$ cat config.mk
export PLATFORM = sky130hd
export DESIGN_NAME = gpr_sched
export DESIGN_NICKNAME = d
export VERILOG_FILES = /design/src/rtl/gpr_pkg.sv /design/src/rtl/gpr_sched.sv
export VERILOG_INCLUDE_DIRS = /design/src /design/src/rtl
export SDC_FILE = /design/constraint.sdc
export NUM_CORES = 1
export LEC_CHECK = 0
export ABC_AREA = 1
export BUFFER_PORTS_ARGS = -buffer_cell sky130_fd_sc_hd__buf_2
export CAP_MARGIN = 20
export CORE_MARGIN = 2
export CORE_UTILIZATION = 55
export DETAILED_ROUTE_END_ITERATION = 8
export PLACE_DENSITY_LB_ADDON = 0.05
export REMOVE_ABC_BUFFERS = 1
export SYNTH_ARGS = -nofsm -noshare
export SYNTH_HDL_FRONTEND = slang
export SYNTH_SLANG_ARGS = --single-unit
$ cat constraint.sdc
create_clock -name ref_clk -period 2.2 [get_ports ref_clk]
set_clock_uncertainty 0.2 [all_clocks]
set_input_delay 0.44 -clock ref_clk [delete_from_list [all_inputs] [get_ports ref_clk]]
set_output_delay 0.44 -clock ref_clk [all_outputs]
set_load 0.05 [all_outputs]
$ cat src/rtl/gpr_regs.svh
// Timing, framing and report constants of the pulse and report scheduler.
// Assumes a single 50 MHz reference clock.
`ifndef GPR_REGS_SVH
`define GPR_REGS_SVH

`define GPR_CLK_HZ 50000000
`define GPR_CLK_NS 20
`define GPR_PULSE_NS 10000
`define GPR_PULSE_CYC ((`GPR_PULSE_NS + `GPR_CLK_NS - 1) / `GPR_CLK_NS)
`define GPR_STEER_HZ 3126000
`define GPR_STEER_CYC (`GPR_CLK_HZ / `GPR_STEER_HZ)
`define GPR_SLOW_EPOCHS 5

`define GPR_DLE 8'h10
`define GPR_ETX 8'h03

`define GPR_ID_TIME 8'h41
`define GPR_ID_HEALTH 8'h46
`define GPR_ID_STATUS 8'h4B
`define GPR_ID_POS_XYZ_S 8'h42
`define GPR_ID_POS_XYZ_D 8'h83
`define GPR_ID_POS_LLA_S 8'h4A
`define GPR_ID_POS_LLA_D 8'h84
`define GPR_ID_VEL_XYZ 8'h43
`define GPR_ID_VEL_ENU 8'h56
`define GPR_ID_SATSEL 8'h6D
`define GPR_ID_DIFFFIX 8'h82

`define GPR_P_TIME 0
`define GPR_P_HEALTH 1
`define GPR_P_STATUS 2
`define GPR_P_POS 3
`define GPR_P_VEL 4
`define GPR_P_SATSEL 5
`define GPR_P_DIFFFIX 6
`define GPR_P_HOST 7
`define GPR_NPEND 8

`endif

$ cat src/rtl/gpr_pkg.sv
// Types shared by the pulse and report scheduler.
// Assumes nothing beyond the constants header.
package gpr_pkg;
    typedef enum logic [2:0] {
        GPR_IDLE = 3'h0,
        GPR_ID = 3'h1,
        GPR_BODY = 3'h3,
        GPR_ESC = 3'h2,
        GPR_TAIL1 = 3'h6,
        GPR_TAIL2 = 3'h7
    } gpr_fsm_e;

    typedef struct packed {
        logic [1:0] pos_fmt;
        logic vel_enu;
    } gpr_fmt_s;

    typedef struct packed {
        logic [7:0] ctl_port;
        logic [7:0] aux_port;
    } gpr_port_cfg_s;
endpackage : gpr_pkg

$ cat src/rtl/gpr_sched.sv
// Second timing pulse generator, periodic report scheduler and packet framer.
// Assumes payload bytes, navigation alignment and non-volatile storage come
// from logic on ref_clk; serial byte transmitter is downstream of tx_*.
// Function
// - One 10 us pulse every second
// - Pulse rising edge marks the UTC second
// - Two independently configurable serial ports
// - Port settings kept in non-volatile storage
// - Every packet carries one identification byte
// - Packets start and end with delimiters
// - Solutions and periodic reports unsolicited; other data only on request
// - Time, health, status every five seconds
// - Position every second in selected format
// - Velocity and satellite selection every second
// - Differential fix report in differential mode and at the boot epoch
// - Periodic reports start without host input
// - Navigation solution once per whole second
// - Pulse steered in internal clock steps
// - Power-up sequence ends with differential fix
`timescale 1ns/1ps
`default_nettype none
`include "gpr_regs.svh"

module gpr_sched
    import gpr_pkg::*;
#(
    parameter int unsigned SEC_CYCLES = `GPR_CLK_HZ
) (
    // Clock and reset
    input wire logic ref_clk,
    input wire logic rst,
    // Timing control from navigation logic
    input wire logic utc_align,
    input wire logic steer_early,
    input wire logic steer_late,
    input wire logic differential_correction_mode,
    input wire gpr_fmt_s fmt,
    output logic second_timing_pulse,
    output logic nav_solve,
    // Host request for an on-demand report
    input wire logic host_req_valid,
    input wire logic [7:0] host_req_id,
    output logic host_req_ready,
    output logic cmd_ready,
    // Payload source for the packet being framed
    output logic [7:0] report_id,
    output logic report_start,
    input wire logic payload_valid,
    input wire logic [7:0] payload_data,
    input wire logic payload_last,
    output logic payload_ready,
    // Byte stream to the control serial port
    output logic tx_valid,
    output logic [7:0] tx_data,
    input wire logic tx_ready,
    // Port configuration and non-volatile store
    input wire gpr_port_cfg_s nv_cfg,
    input wire logic cfg_wr_valid,
    input wire gpr_port_cfg_s cfg_wr_data,
    output gpr_port_cfg_s port_cfg,
    output logic nv_store
);
    localparam int unsigned CW = $clog2(SEC_CYCLES + 1);
    localparam int unsigned PULSE = `GPR_PULSE_CYC;
    localparam int unsigned STEP = `GPR_STEER_CYC;
    localparam logic [CW-1:0] LAST = CW'(SEC_CYCLES - 1);
    localparam logic [CW-1:0] STEP_W = CW'(STEP);

    logic [CW-1:0] sec_q, sec_d;
    logic [9:0] wid_q;
    logic pulse_q, nav_q;
    logic [2:0] slow_q;
    logic boot_q, ready_q, hrdy_q;
    logic [`GPR_NPEND-1:0] pend_q, pend_d, set_v, clr_v;
    logic [7:0] host_id_q, id_q;
    logic [2:0] cur_q;
    gpr_fsm_e st_q, st_d;
    logic txv_q, txv_d, prdy_q, last_q, start_q, loaded_q, nvs_q;
    logic [7:0] txd_q, txd_d;
    gpr_port_cfg_s cfg_q;

    // Epoch and steering; a steer step never pushes the count past the wrap
    wire epoch = utc_align || (sec_q == LAST);
    wire can_late = sec_q >= STEP_W;
    wire can_early = sec_q < (LAST - STEP_W);
    always_comb begin
        sec_d = sec_q + CW'(1);
        if (epoch) begin
            sec_d = '0;
        end else if (steer_early && can_early) begin
            sec_d = sec_q + STEP_W + CW'(1);
        end else if (steer_late && can_late) begin
            sec_d = sec_q - STEP_W + CW'(1);
        end
    end

    wire slow_due = epoch && (slow_q == 3'(`GPR_SLOW_EPOCHS - 1));
    wire host_take = host_req_valid && hrdy_q;

    // Periodic requests all hang off the pulse epoch
    always_comb begin
        set_v = '0;
        set_v[`GPR_P_TIME] = slow_due || (epoch && boot_q);
        set_v[`GPR_P_HEALTH] = slow_due || (epoch && boot_q);
        set_v[`GPR_P_STATUS] = slow_due || (epoch && boot_q);
        set_v[`GPR_P_POS] = epoch;
        set_v[`GPR_P_VEL] = epoch;
        set_v[`GPR_P_SATSEL] = epoch;
        set_v[`GPR_P_DIFFFIX] = epoch && (differential_correction_mode
                                          || boot_q);
        set_v[`GPR_P_HOST] = host_take;
    end

    // Lowest pending bit is served first, so the power-up burst ends with
    // the differential fix report
    logic [2:0] pick;
    logic any_pend;
    always_comb begin
        pick = 3'h0;
        any_pend = 1'b0;
        for (int i = `GPR_NPEND - 1; i >= 0; i--) begin
            if (pend_q[i]) begin
                pick = 3'(i);
                any_pend = 1'b1;
            end
        end
    end

    wire [7:0] pos_id = (fmt.pos_fmt == 2'h0) ? `GPR_ID_POS_XYZ_S :
                        (fmt.pos_fmt == 2'h1) ? `GPR_ID_POS_XYZ_D :
                        (fmt.pos_fmt == 2'h2) ? `GPR_ID_POS_LLA_S :
                        `GPR_ID_POS_LLA_D;
    wire [7:0] vel_id = fmt.vel_enu ? `GPR_ID_VEL_ENU : `GPR_ID_VEL_XYZ;
    wire [7:0] pick_id = (pick == 3'(`GPR_P_TIME)) ? `GPR_ID_TIME :
                         (pick == 3'(`GPR_P_HEALTH)) ? `GPR_ID_HEALTH :
                         (pick == 3'(`GPR_P_STATUS)) ? `GPR_ID_STATUS :
                         (pick == 3'(`GPR_P_POS)) ? pos_id :
                         (pick == 3'(`GPR_P_VEL)) ? vel_id :
                         (pick == 3'(`GPR_P_SATSEL)) ? `GPR_ID_SATSEL :
                         (pick == 3'(`GPR_P_DIFFFIX)) ? `GPR_ID_DIFFFIX :
                         host_id_q;

    // Framer: framing bytes load while the output slot is empty or draining,
    // payload bytes only while it is empty, trading throughput for a single-register stream
    wire slot_free = !txv_q || tx_ready;
    wire take_pay = prdy_q && payload_valid;
    wire begin_pkt = (st_q == GPR_IDLE) && slot_free && any_pend;
    wire pkt_done = (st_q == GPR_TAIL2) && slot_free;
    always_comb begin
        st_d = st_q;
        txd_d = txd_q;
        txv_d = txv_q && !tx_ready;
        clr_v = '0;
        unique case (st_q)
            GPR_IDLE: if (begin_pkt) begin
                txd_d = `GPR_DLE;
                txv_d = 1'b1;
                clr_v[pick] = 1'b1;
                st_d = GPR_ID;
            end
            GPR_ID: if (slot_free) begin
                txd_d = id_q;
                txv_d = 1'b1;
                st_d = (id_q == `GPR_DLE) ? GPR_ESC : GPR_BODY;
            end
            GPR_BODY: if (take_pay) begin
                txd_d = payload_data;
                txv_d = 1'b1;
                st_d = (payload_data == `GPR_DLE) ? GPR_ESC :
                       payload_last ? GPR_TAIL1 : GPR_BODY;
            end
            GPR_ESC: if (slot_free) begin
                txd_d = `GPR_DLE;
                txv_d = 1'b1;
                st_d = last_q ? GPR_TAIL1 : GPR_BODY;
            end
            GPR_TAIL1: if (slot_free) begin
                txd_d = `GPR_DLE;
                txv_d = 1'b1;
                st_d = GPR_TAIL2;
            end
            GPR_TAIL2: if (slot_free) begin
                txd_d = `GPR_ETX;
                txv_d = 1'b1;
                st_d = GPR_IDLE;
            end
            default: st_d = GPR_IDLE;
        endcase
    end

    // Set wins over clear for a report that falls due as it starts
    assign pend_d = (pend_q & ~clr_v) | set_v;

    always_ff @(posedge ref_clk) begin
        if (rst) begin
            sec_q <= '0;
            wid_q <= '0;
            pulse_q <= 1'b0;
            nav_q <= 1'b0;
            slow_q <= '0;
        end else begin
            sec_q <= sec_d;
            nav_q <= epoch;
            if (epoch) begin
                // Boot epoch sends the slow group, so it restarts the count
                slow_q <= (slow_due || boot_q) ? 3'h0 : slow_q + 3'h1;
            end
            if (epoch) begin
                pulse_q <= 1'b1;
                wid_q <= 10'h000;
            end else if (pulse_q) begin
                pulse_q <= (wid_q != 10'(PULSE - 1));
                wid_q <= wid_q + 10'h001;
            end
        end
    end

    always_ff @(posedge ref_clk) begin
        if (rst) begin
            pend_q <= '0;
            boot_q <= 1'b1;
            ready_q <= 1'b0;
            hrdy_q <= 1'b0;
            host_id_q <= 8'h00;
            id_q <= 8'h00;
            cur_q <= 3'h0;
        end else begin
            pend_q <= pend_d;
            if (epoch) begin
                boot_q <= 1'b0;
            end
            if (pkt_done && cur_q == 3'(`GPR_P_DIFFFIX)) begin
                ready_q <= 1'b1;
            end
            hrdy_q <= ready_q && !pend_d[`GPR_P_HOST] && !host_take;
            if (host_take) begin
                host_id_q <= host_req_id;
            end
            if (begin_pkt) begin
                id_q <= pick_id;
                cur_q <= pick;
            end
        end
    end

    always_ff @(posedge ref_clk) begin
        if (rst) begin
            st_q <= GPR_IDLE;
            txv_q <= 1'b0;
            txd_q <= 8'h00;
            prdy_q <= 1'b0;
            last_q <= 1'b0;
            start_q <= 1'b0;
        end else begin
            st_q <= st_d;
            txv_q <= txv_d;
            txd_q <= txd_d;
            prdy_q <= (st_d == GPR_BODY) && !txv_d;
            // A stale last flag would cut an escaped identifier's packet
            if (begin_pkt) begin
                last_q <= 1'b0;
            end else if (take_pay) begin
                last_q <= payload_last;
            end
            start_q <= begin_pkt;
        end
    end

    // Stored port settings load once after reset release
    always_ff @(posedge ref_clk) begin
        if (rst) begin
            loaded_q <= 1'b0;
            cfg_q <= '0;
            nvs_q <= 1'b0;
        end else begin
            loaded_q <= 1'b1;
            nvs_q <= cfg_wr_valid;
            if (!loaded_q) begin
                cfg_q <= nv_cfg;
            end else if (cfg_wr_valid) begin
                cfg_q <= cfg_wr_data;
            end
        end
    end

    assign second_timing_pulse = pulse_q;
    assign nav_solve = nav_q;
    assign host_req_ready = hrdy_q;
    assign cmd_ready = ready_q;
    assign report_id = id_q;
    assign report_start = start_q;
    assign payload_ready = prdy_q;
    assign tx_valid = txv_q;
    assign tx_data = txd_q;
    assign port_cfg = cfg_q;
    assign nv_store = nvs_q;
endmodule : gpr_sched

`default_nettype wire

### After elaboration in Yosys (flattened, before gate mapping)

Index checks and enable logic that the tools add are counted.

| word-level totals | value |
|---|---|
| flip-flop bits (word level) | 104 |
| logic and storage cells | 157 |

| cells by class | value |
|---|---|
| add/subtract/negate cells | 7 |
| order comparisons | 4 |
| equal/unequal tests | 26 |
| mux-type cells | 60 |
| bitwise operators | 3 |
| reduce and logical (&&, ||, !) cells | 35 |

Operators with widths:

| operator | count |
|---|---|
| $mux W8 | 17 |
| $add A26 B1 Y26 const B | 3 |
| $mux W3 | 18 |
| $mux W26 | 2 |
| $pmux W8 S5 | 1 |
| $mux W16 | 2 |
| $add A26 B4 Y26 const B | 1 |
| $eq A26 B26 Y1 const B | 1 |
| $ge A26 B4 Y1 const B | 1 |
| $lt A26 B26 Y1 const B | 1 |
| $sub A26 B4 Y26 const B | 1 |
| $eq A3 B3 Y1 const B | 7 |
| $pmux W3 S6 | 1 |
| $eq A8 B5 Y1 const B | 2 |
| $logic_and A1 B1 Y1 | 16 |
| $mux W1 | 16 |
| $eq A3 B2 Y1 const B | 5 |
| $add A10 B1 Y10 const B | 1 |
| $ne A10 B9 Y1 const B | 1 |
| $ne A2 B2 Y1 const B | 5 |
| $and A8 B8 Y8 | 1 |
| $not A8 Y8 | 1 |
| $or A8 B8 Y8 | 1 |
| $eq A3 B1 Y1 const B | 2 |
| 17 further kinds | 28 |

### Longest topological paths before layout

Gate-level depths: netlist (run 1).

| depth | value |
|---|---|
| depth in word-level cells | 20 |
| depth in mapped cells | 16 |

### Worst setup path after synthesis (run 1)

Ideal clock, no wire load.

| timing path | value |
|---|---|
| path kind | reg-to-reg |
| start | reg txv_q (netlist: tx_valid) |
| end | reg txd_q[2] (netlist: tx_data[2]) |
| data arrival time | 1.680 ns |
| required time | 1.884 ns |
| slack | 0.204 ns |
| cell stages (with the launch flop) | 10 |
| path buffers | 0 |
| period minus slack after synthesis | 1.996 ns |
| cells stage by stage | dfxtp_1 inv_1 nor2_1 inv_1 o22ai_1 nor3b_1 nand2_2 inv_2 nor2_1 nor2_1 |

| between the ends | value |
|---|---|
| longest elaborated chain between the ends | 6 |

RTL lines:

| item | line | text |
|---|---|---|
| start, declared | gpr_sched.sv:78 | `logic txv_q, txv_d, prdy_q, last_q, start_q, loaded_q, nvs_q;` |
| start signal, assigned | gpr_sched.sv:256 | `txv_q <= txv_d;` |
| $logic_not A1 Y1 (*) | gpr_sched.sv:145 | `wire slot_free = !txv_q \|\| tx_ready;` |
| $logic_or A1 B1 Y1 (*) | gpr_sched.sv:145 |  |
| $logic_and A1 B1 Y1 (2 in series) | gpr_sched.sv:147 | `wire begin_pkt = (st_q == GPR_IDLE) && slot_free && any_pend;` |
| $ne A2 B2 Y1 (no source line) | -- |  |
| $reduce_and A6 Y1 (no source line) (*) | -- |  |
| end signal, assigned | gpr_sched.sv:257 | `txd_q <= txd_d;` |
| end, declared | gpr_sched.sv:79 | `logic [7:0] txd_q, txd_d;` |

Every way passes the cells marked *; elsewhere a longest branch is shown, timed or not.
A chain may end at the register's enable or synchronous reset.

### Worst setup path in the final report (run 1)

| timing path | value |
|---|---|
| start | reg sec_q[5] |
| end | reg sec_q[10] |

| between the ends | value |
|---|---|
| longest elaborated chain between the ends | 4 |

RTL lines:

| item | line | text |
|---|---|---|
| start, declared | gpr_sched.sv:69 | `logic [CW-1:0] sec_q, sec_d;` |
| start signal, assigned | gpr_sched.sv:196 | `sec_q <= '0;` |
| start signal, assigned | gpr_sched.sv:202 | `sec_q <= sec_d;` |
| $sub A26 B4 Y26 / $ge A26 B4 Y1 (equally long branches) | gpr_sched.sv:93, gpr_sched.sv:84 |  |
| $add A26 B1 Y26 / $logic_and A1 B1 Y1 (equally long branches) | gpr_sched.sv:93, gpr_sched.sv:92 |  |
| $mux W26 | gpr_sched.sv:92 | `end else if (steer_late && can_late) begin` |
| $mux W26 | gpr_sched.sv:90 | `end else if (steer_early && can_early) begin` |

Parallel ways exist; a longest one is shown, timed or not.

==> results_dict.tcl, run 1 <==
set metrics [dict create \
    syn-instance-count 1013 \
    fin_ws_ns 0.120 \
    insertion_delay_ns 0.36 \
    p_per_area_mw_per_mm2 840 \
    syn_avg_cell_area_sq_um 6.45 \
    ys_ff_latch 104 \
    yosys_warnings 0 \
    die_x_um 113 \
    pin_count 102 \
    drt_first_pass_iters 7 \
    max_stage_delay_ns 0.36 \
    ant_nets 0 \
    worst_pin_slew_ns 0.505 \
    critical-path-top-delay-family "simple AND/OR/NAND/NOR gates" \
    wl_met3_um 975 \
    setup.worst_path.class "reg2reg" \
    place_area_sq_mm 0.00738 \
    wl_met2_mm 7.72 \
    hpwl_mm 12.9 \
    dieArea_sq_mm 0.0128 \
    worstPathRequired_ns 2.26 \
    rsz0062_at_grt "yes" \
    nets 1202 \
    cts_buffers 9 \
    slew_headroom_pct 66.1 \
    via_per_inst 5.18 \
    cts_tree "built" \
    syn2layout_area_growth_pct 18.5 \
    vdd_drop_max_uv 660 \
    grt_first_pass_wirelength_mm 28.6 \
    wl_met1_mm 8.23 \
    hp-class "in2reg" \
    final_area_sq_mm 0.00775 \
    setup_viol 0 \
    grt-ovfl-total 0 \
    core_area_sq_mm 0.0115 \
    antenna_found_initial 0 \
    critPathMostFrequentCell "nand2_1" \
    routed-via-count 6630 \
    hold_buffers 0 \
    status "finished with violations" \
    path_buf_inv 2 \
    fin_total_pwr_mw 6.51 \
    layout_commonest_cell "nand2_1" \
    fin_crit_ns 2.08 \
    die_h_um 113 \
    wl_mm 17.2 \
    layout-drive-gt1-share_pct 20.3 \
    ys_types 47 \
    diodes 0 \
    clk_pin_slew_ns 0.08 \
    async_flop_share_pct 0 \
    dr.max_layer_used "met4" \
    fin_crit_sh_pct 94.5 \
    drv_cap 0 \
    fmax_mhz 481 \
    synth_edf_count 0 \
    path_cells "ha_1 -> nand2_1 -> nand4_1 -> nand3_1 -> nand3_1 -> nand2_1 -> nand2_1 -> inv_1 -> buf_12 -> nand2_1 -> a21oi_1 -> nor2_1" \
    clkSinkCount 104 \
    critPathArrivalTime_ns 2.14 \
    hold_ws_ns 0.134 \
    dp_cells 1263 \
    cts_buffer_depth 2 \
    slowest_stage "dfxtp_1" \
    synth_area_sq_mm 0.00654 \
    final_cells 1279 \
    gp_congestion 0.937 \
    port_buffers 101 \
    most-common-layout-cells "nand2_1 (272), inv_1 (108), nor2_1 (108)" \
    violations "design-rule violations" \
    rows 39 \
    ys_seq_area_share_pct 31.8 \
    yosys_most_used_dff "dfxtp_1" \
    grt.total_usage_pct 27.3 \
    drc 9 \
    cts_max_level 3 \
    cp-start-kind "flop" \
    initial_core_util_pct 56.8 \
    drt_iter0_drc 536 \
    wl_per_cell_um 13.4 \
    hold_viol 0 \
    grt_pass1_vias 5950 \
    grt_start_max_net_pins 33 \
    pre_cts_ws_ns 0.0381 \
    critPathCaptureType "flop" \
    root_buffer "clkbuf_16" \
    path_max_fanout 22 \
    final-max-slew-violation-count 0 \
    p_leak_nw 3.67 \
]
## power by group
group,switching [mW],internal [mW],leakage (nW)
combinational,1.79,0.807,2.67
clock,0.727,0.914,0.144
sequential,0.163,2.10,0.854
total,2.68,3.82,3.67
## cells in the mapped netlist, drive strengths merged, types with 2 or more instances
master	count	area share, %
o21ai	55	4.3
nand2	284	17
or2	4	0.38
clkbuf	14	0.82
nor4	5	0.48
a31oi	2	0.19
nor2	131	9.1
dfxtp	104	32
ha	8	1.5
nand4	12	1.1
buf	24	2.4
o22ai	7	0.67
nand3	90	7.0
nor3	24	2.2
xor2	57	7.6
o21a	2	0.23
o211ai	2	0.23
xnor2	5	0.67
a21oi	54	4.2
inv	118	6.8
## cell type report
class	instances	area, sq um
clock buffers	11	243
clock inverters	4	53.8
fillers	1128	3770
inverters	119	452
multi-input cells	752	3840
flip-flops and latches	104	2090
well taps	143	179
repair buffers	146	892
## worst reg2reg max path: cells and delay by family (launching register included)
kind | cells | cell delay, ns
simple gates | 8 | 0.78
fa+ha+maj | 1 | 0.22
flops | 1 | 0.36
compound gates | 1 | 0.15
buf+inv | 2 | 0.29
## stage by stage
step	utilization, %	setup TNS [ns]
3_3_place_gp	64.1	0
2_1_floorplan	-	-6.73
3_5_place_dp	64.1	0
6_report	67.3	0
4_1_cts	66.6	0
5_1_grt	67.3	-0.0105
## cells by family (layout without fill, tap and decap cells)
group / after synthesis / after routing / share of synthesized area [%]
and+or+nand+nor: 551 / 551 / 37.2
buffers and inverters: 157 / 280 / 10.1
AOI/OAI and AO/OA: 131 / 131 / 11.0
DFF: 104 / 104 / 31.8
xor gates and xnor gates: 62 / 62 / 8.30
adders and majority gates: 8 / 8 / 1.53
## routing by layer
metal | vias to the layer above | GRT usage (%)
met1 | 2939 | 38.7
li1 | 3476 | -
met4 | 0 | 8.29
met2 | 191 | 43.8
met5 | - | 0
met3 | 24 | 3.11
## timing repair
item	4_1_cts	5_1_grt
gates resized for setup	0	24
setup endpoints to repair	0	49
setup buffers	0	1
## path summary, 6_finish.rpt
kind	start	endpoint	slack [ns]	cells past startpoint
min	host_req_id[2]	host_id_q[2]$_SDFFE_PP0P_	0.13	3
min reg2reg	wid_q[7]$_SDFFE_PP0P_	wid_q[7]$_SDFFE_PP0P_	0.25	2
max reg2reg	sec_q[5]$_SDFF_PP0_	sec_q[10]$_SDFF_PP0_	0.12	12
max	sec_q[5]$_SDFF_PP0_	sec_q[10]$_SDFF_PP0_	0.12	12
## state kept, by name, summed over array words and instances, names as in the netlist, 3 cells and up
name,flops
wid_q,10
cur_q,3
slow_q,3
st_q,3
pend_q,8
report_id,8
tx_data,8
sec_q,26
port_cfg,16
host_id_q,8
(Power assumes the default switching activity.)
==> run 2: changes to the inputs <==
--- a/config.mk
+++ b/config.mk
@@ -13,6 +13,7 @@
 export CORE_UTILIZATION = 55
 export DETAILED_ROUTE_END_ITERATION = 8
 export PLACE_DENSITY_LB_ADDON = 0.05
+export RECOVER_POWER = 100
 export REMOVE_ABC_BUFFERS = 1
 export SYNTH_ARGS = -nofsm -noshare
 export SYNTH_HDL_FRONTEND = slang
==> run 2 against run 1 <==
Effect of this change: the run still ends with design-rule violations left; core utilization decreased by 0.50 points; critical path depth unchanged; cell area decreased by 0.74%; sequential power about the same; sequential cell count unchanged; non-clock buffer count unchanged; worst hold slack got worse by 0.0014 ns; final cell count unchanged; register-to-register slack about the same; die area unchanged; total power decreased by 0.63%; largest power group unchanged.
==> results_dict.tcl, run 2 (synthesis gave the netlist of run 1 again) <==
set metrics [dict create \
    worstReg2RegStart "sec_q[5]$_SDFF_PP0_" \
    place_area_sq_mm 0.00738 \
    die_x_um 113 \
    p_per_area_mw_per_mm2 840 \
    combinationalPowerShare_pct 39.5 \
    status "finished with violations" \
    die_h_um 113 \
    antenna_found_initial 0 \
    fin_crit_sh_pct 94.1 \
    pre_cts_ws_ns 0.0381 \
    vdd_drop_max_uv 663 \
    hold_buffers 0 \
    initial_core_util_pct 56.8 \
    dp_cells 1263 \
    hpwl_mm 12.9 \
    setup_viol 0 \
    drt_iter0_drc 534 \
    diodes 0 \
    r2r_end "sec_q[10]$_SDFF_PP0_" \
    p_seq_share_pct 35.1 \
    max_stage_delay_ns 0.36 \
    drt_first_pass_iters 8 \
    cts_buffer_depth 2 \
    critPathArrivalTime_ns 2.13 \
    via_per_inst 5.21 \
    fin_total_pwr_mw 6.46 \
    regArea_sq_mm 0.00209 \
    routed-via-count 6666 \
    path_max_fanout 22 \
    pin_count 102 \
    grt-ovfl-total 0 \
    final-max-slew-violation-count 0 \
    clk_pin_slew_ns 0.08 \
    drv_cap 0 \
    insertion_delay_ns 0.36 \
    final_area_sq_mm 0.00769 \
    grt_start_max_net_pins 33 \
    wl_per_cell_um 13.5 \
    hold_start "host_req_id[2]" \
    fin_crit_ns 2.07 \
    power.share.clock_pct 25.4 \
    drc 9 \
    setup.worst_path.class "reg2reg" \
    layout_commonest_cell "nand2_1" \
    fin_ws_ns 0.129 \
    core_area_sq_mm 0.0115 \
    post-route-util_pct 66.8 \
    wl_mm 17.2 \
    dieArea_sq_mm 0.0128 \
    port_buffers 101 \
    regMostFlops "sec_q" \
    gp_congestion 0.937 \
    internal_power_mw 3.77 \
    critPathMostFrequentCell "nand2_1" \
    syn2layout_area_growth_pct 17.6 \
    cp-start-kind "flop" \
    slew_headroom_pct 26.9 \
    hp-class "in2reg" \
    fillCellCount 1148 \
    p_leak_nw 3.51 \
    critPathCaptureType "flop" \
    rsz0062_at_grt "yes" \
    violations "design-rule violations" \
    worstPathRequired_ns 2.26 \
    reg2regPathDepth 12 \
    min_path_cells 3 \
    hold_viol 0 \
    path_cells "ha_1 -> nand2_1 -> nand4_1 -> nand3_1 -> nand3_1 -> nand2_1 -> nand2_1 -> inv_1 -> buf_12 -> nand2_1 -> a21oi_1 -> nor2_1" \
    grt_pass1_vias 5950 \
    root_buffer "clkbuf_16" \
    r2r_slack_ns 0.13 \
    nets 1202 \
    ant_nets 0 \
    switching_share_pct 41.6 \
    cts_max_level 3 \
    clkSinkCount 104 \
    cts_tree "built" \
    cts_buffers 9 \
    grt_first_pass_wirelength_mm 28.6 \
    p_switching_mw 2.69 \
    most-common-layout-cells "nand2_1 (272), inv_1 (108), nor2_1 (108)" \
    holdPathEnd "host_id_q[2]$_SDFFE_PP0P_" \
    slowest_stage "dfxtp_1" \
    grt.total_usage_pct 27.3 \
    multiInputGateArea_sq_mm 0.00384 \
    layout-drive-gt1-share_pct 16.6 \
    largest_reg_flops 26 \
    worst_pin_slew_ns 1.10 \
    rows 39 \
    fmax_mhz 483 \
    final_cells 1279 \
]
## run 2: changes by cell type in the layout (fill, tap and decap cells not counted)
cell      change
buf_2        -40
buf_4         -2
clkbuf_1     +42
## run 2: cell type report
type / count / share of cell area, %
flip-flops and latches: 104 / 27.2
well taps: 143 / 2.33
clock buffers: 11 / 3.16
inverters: 119 / 5.87
multi-input cells: 752 / 49.9
clock inverters: 4 / 0.700
repair buffers: 146 / 10.9
## run 2: timing repair
| item | 4_1_cts | 5_1_grt |
|---|---|---|
| setup endpoints to repair | 0 | 49 |
| resized for setup | 0 | 24 |
| setup buffers | 0 | 1 |
## run 2: stage by stage
step                      TNS [ns]  hold WS, ns
after global routing       -0.0105        0.141
after CTS                        0        0.130
after global placement           0        0.241
final                            0        0.132
after floorplan              -6.73        0.222
after detailed placement         0        0.241
## run 2: power by group through the flow
stage	logic [mW]	clock network, mW	registers [mW]
after floorplan	1.34	0	2.78
after global placement	2.54	0	2.30
after detailed placement	2.54	0	2.30
after CTS	2.56	1.68	2.26
after global routing	2.85	1.76	2.29
final	2.55	1.65	2.27
## run 2: per-layer routing
layer | up-vias | GRT usage, % | routed length [um]
li1 | 3471 | - | -
met1 | 2968 | 38.7 | 8120
met2 | 206 | 43.8 | 7820
met3 | 21 | 3.11 | 1070
met4 | 0 | 8.29 | 239
met5 | - | 0 | 0
## run 2: worst max-delay path, delay by kind of cell (launching register included)
family                     cells  cell delay (ns)
adders and majority gates      1             0.22
buffers and inverters          2             0.29
and+or+nand+nor                8             0.76
AOI/OAI and AO/OA              1             0.15
DFF                            1             0.36
## run 2: worst max path at each step
stage                          startpoint                    end  slack [ns]
CTS                 sec_q[1]$_SDFFE_PP0N_   sec_q[25]$_SDFF_PP0_        0.01
global placement    sec_q[1]$_SDFFE_PP0N_   sec_q[25]$_SDFF_PP0_        0.06
finish                sec_q[5]$_SDFF_PP0_   sec_q[10]$_SDFF_PP0_        0.13
global route         sec_q[10]$_SDFF_PP0_   sec_q[17]$_SDFF_PP0_      -0.009
detailed placement  sec_q[1]$_SDFFE_PP0N_   sec_q[25]$_SDFF_PP0_        0.04
floorplan             sec_q[4]$_SDFF_PP0_  sec_q[0]$_SDFFE_PP0P_       -0.40
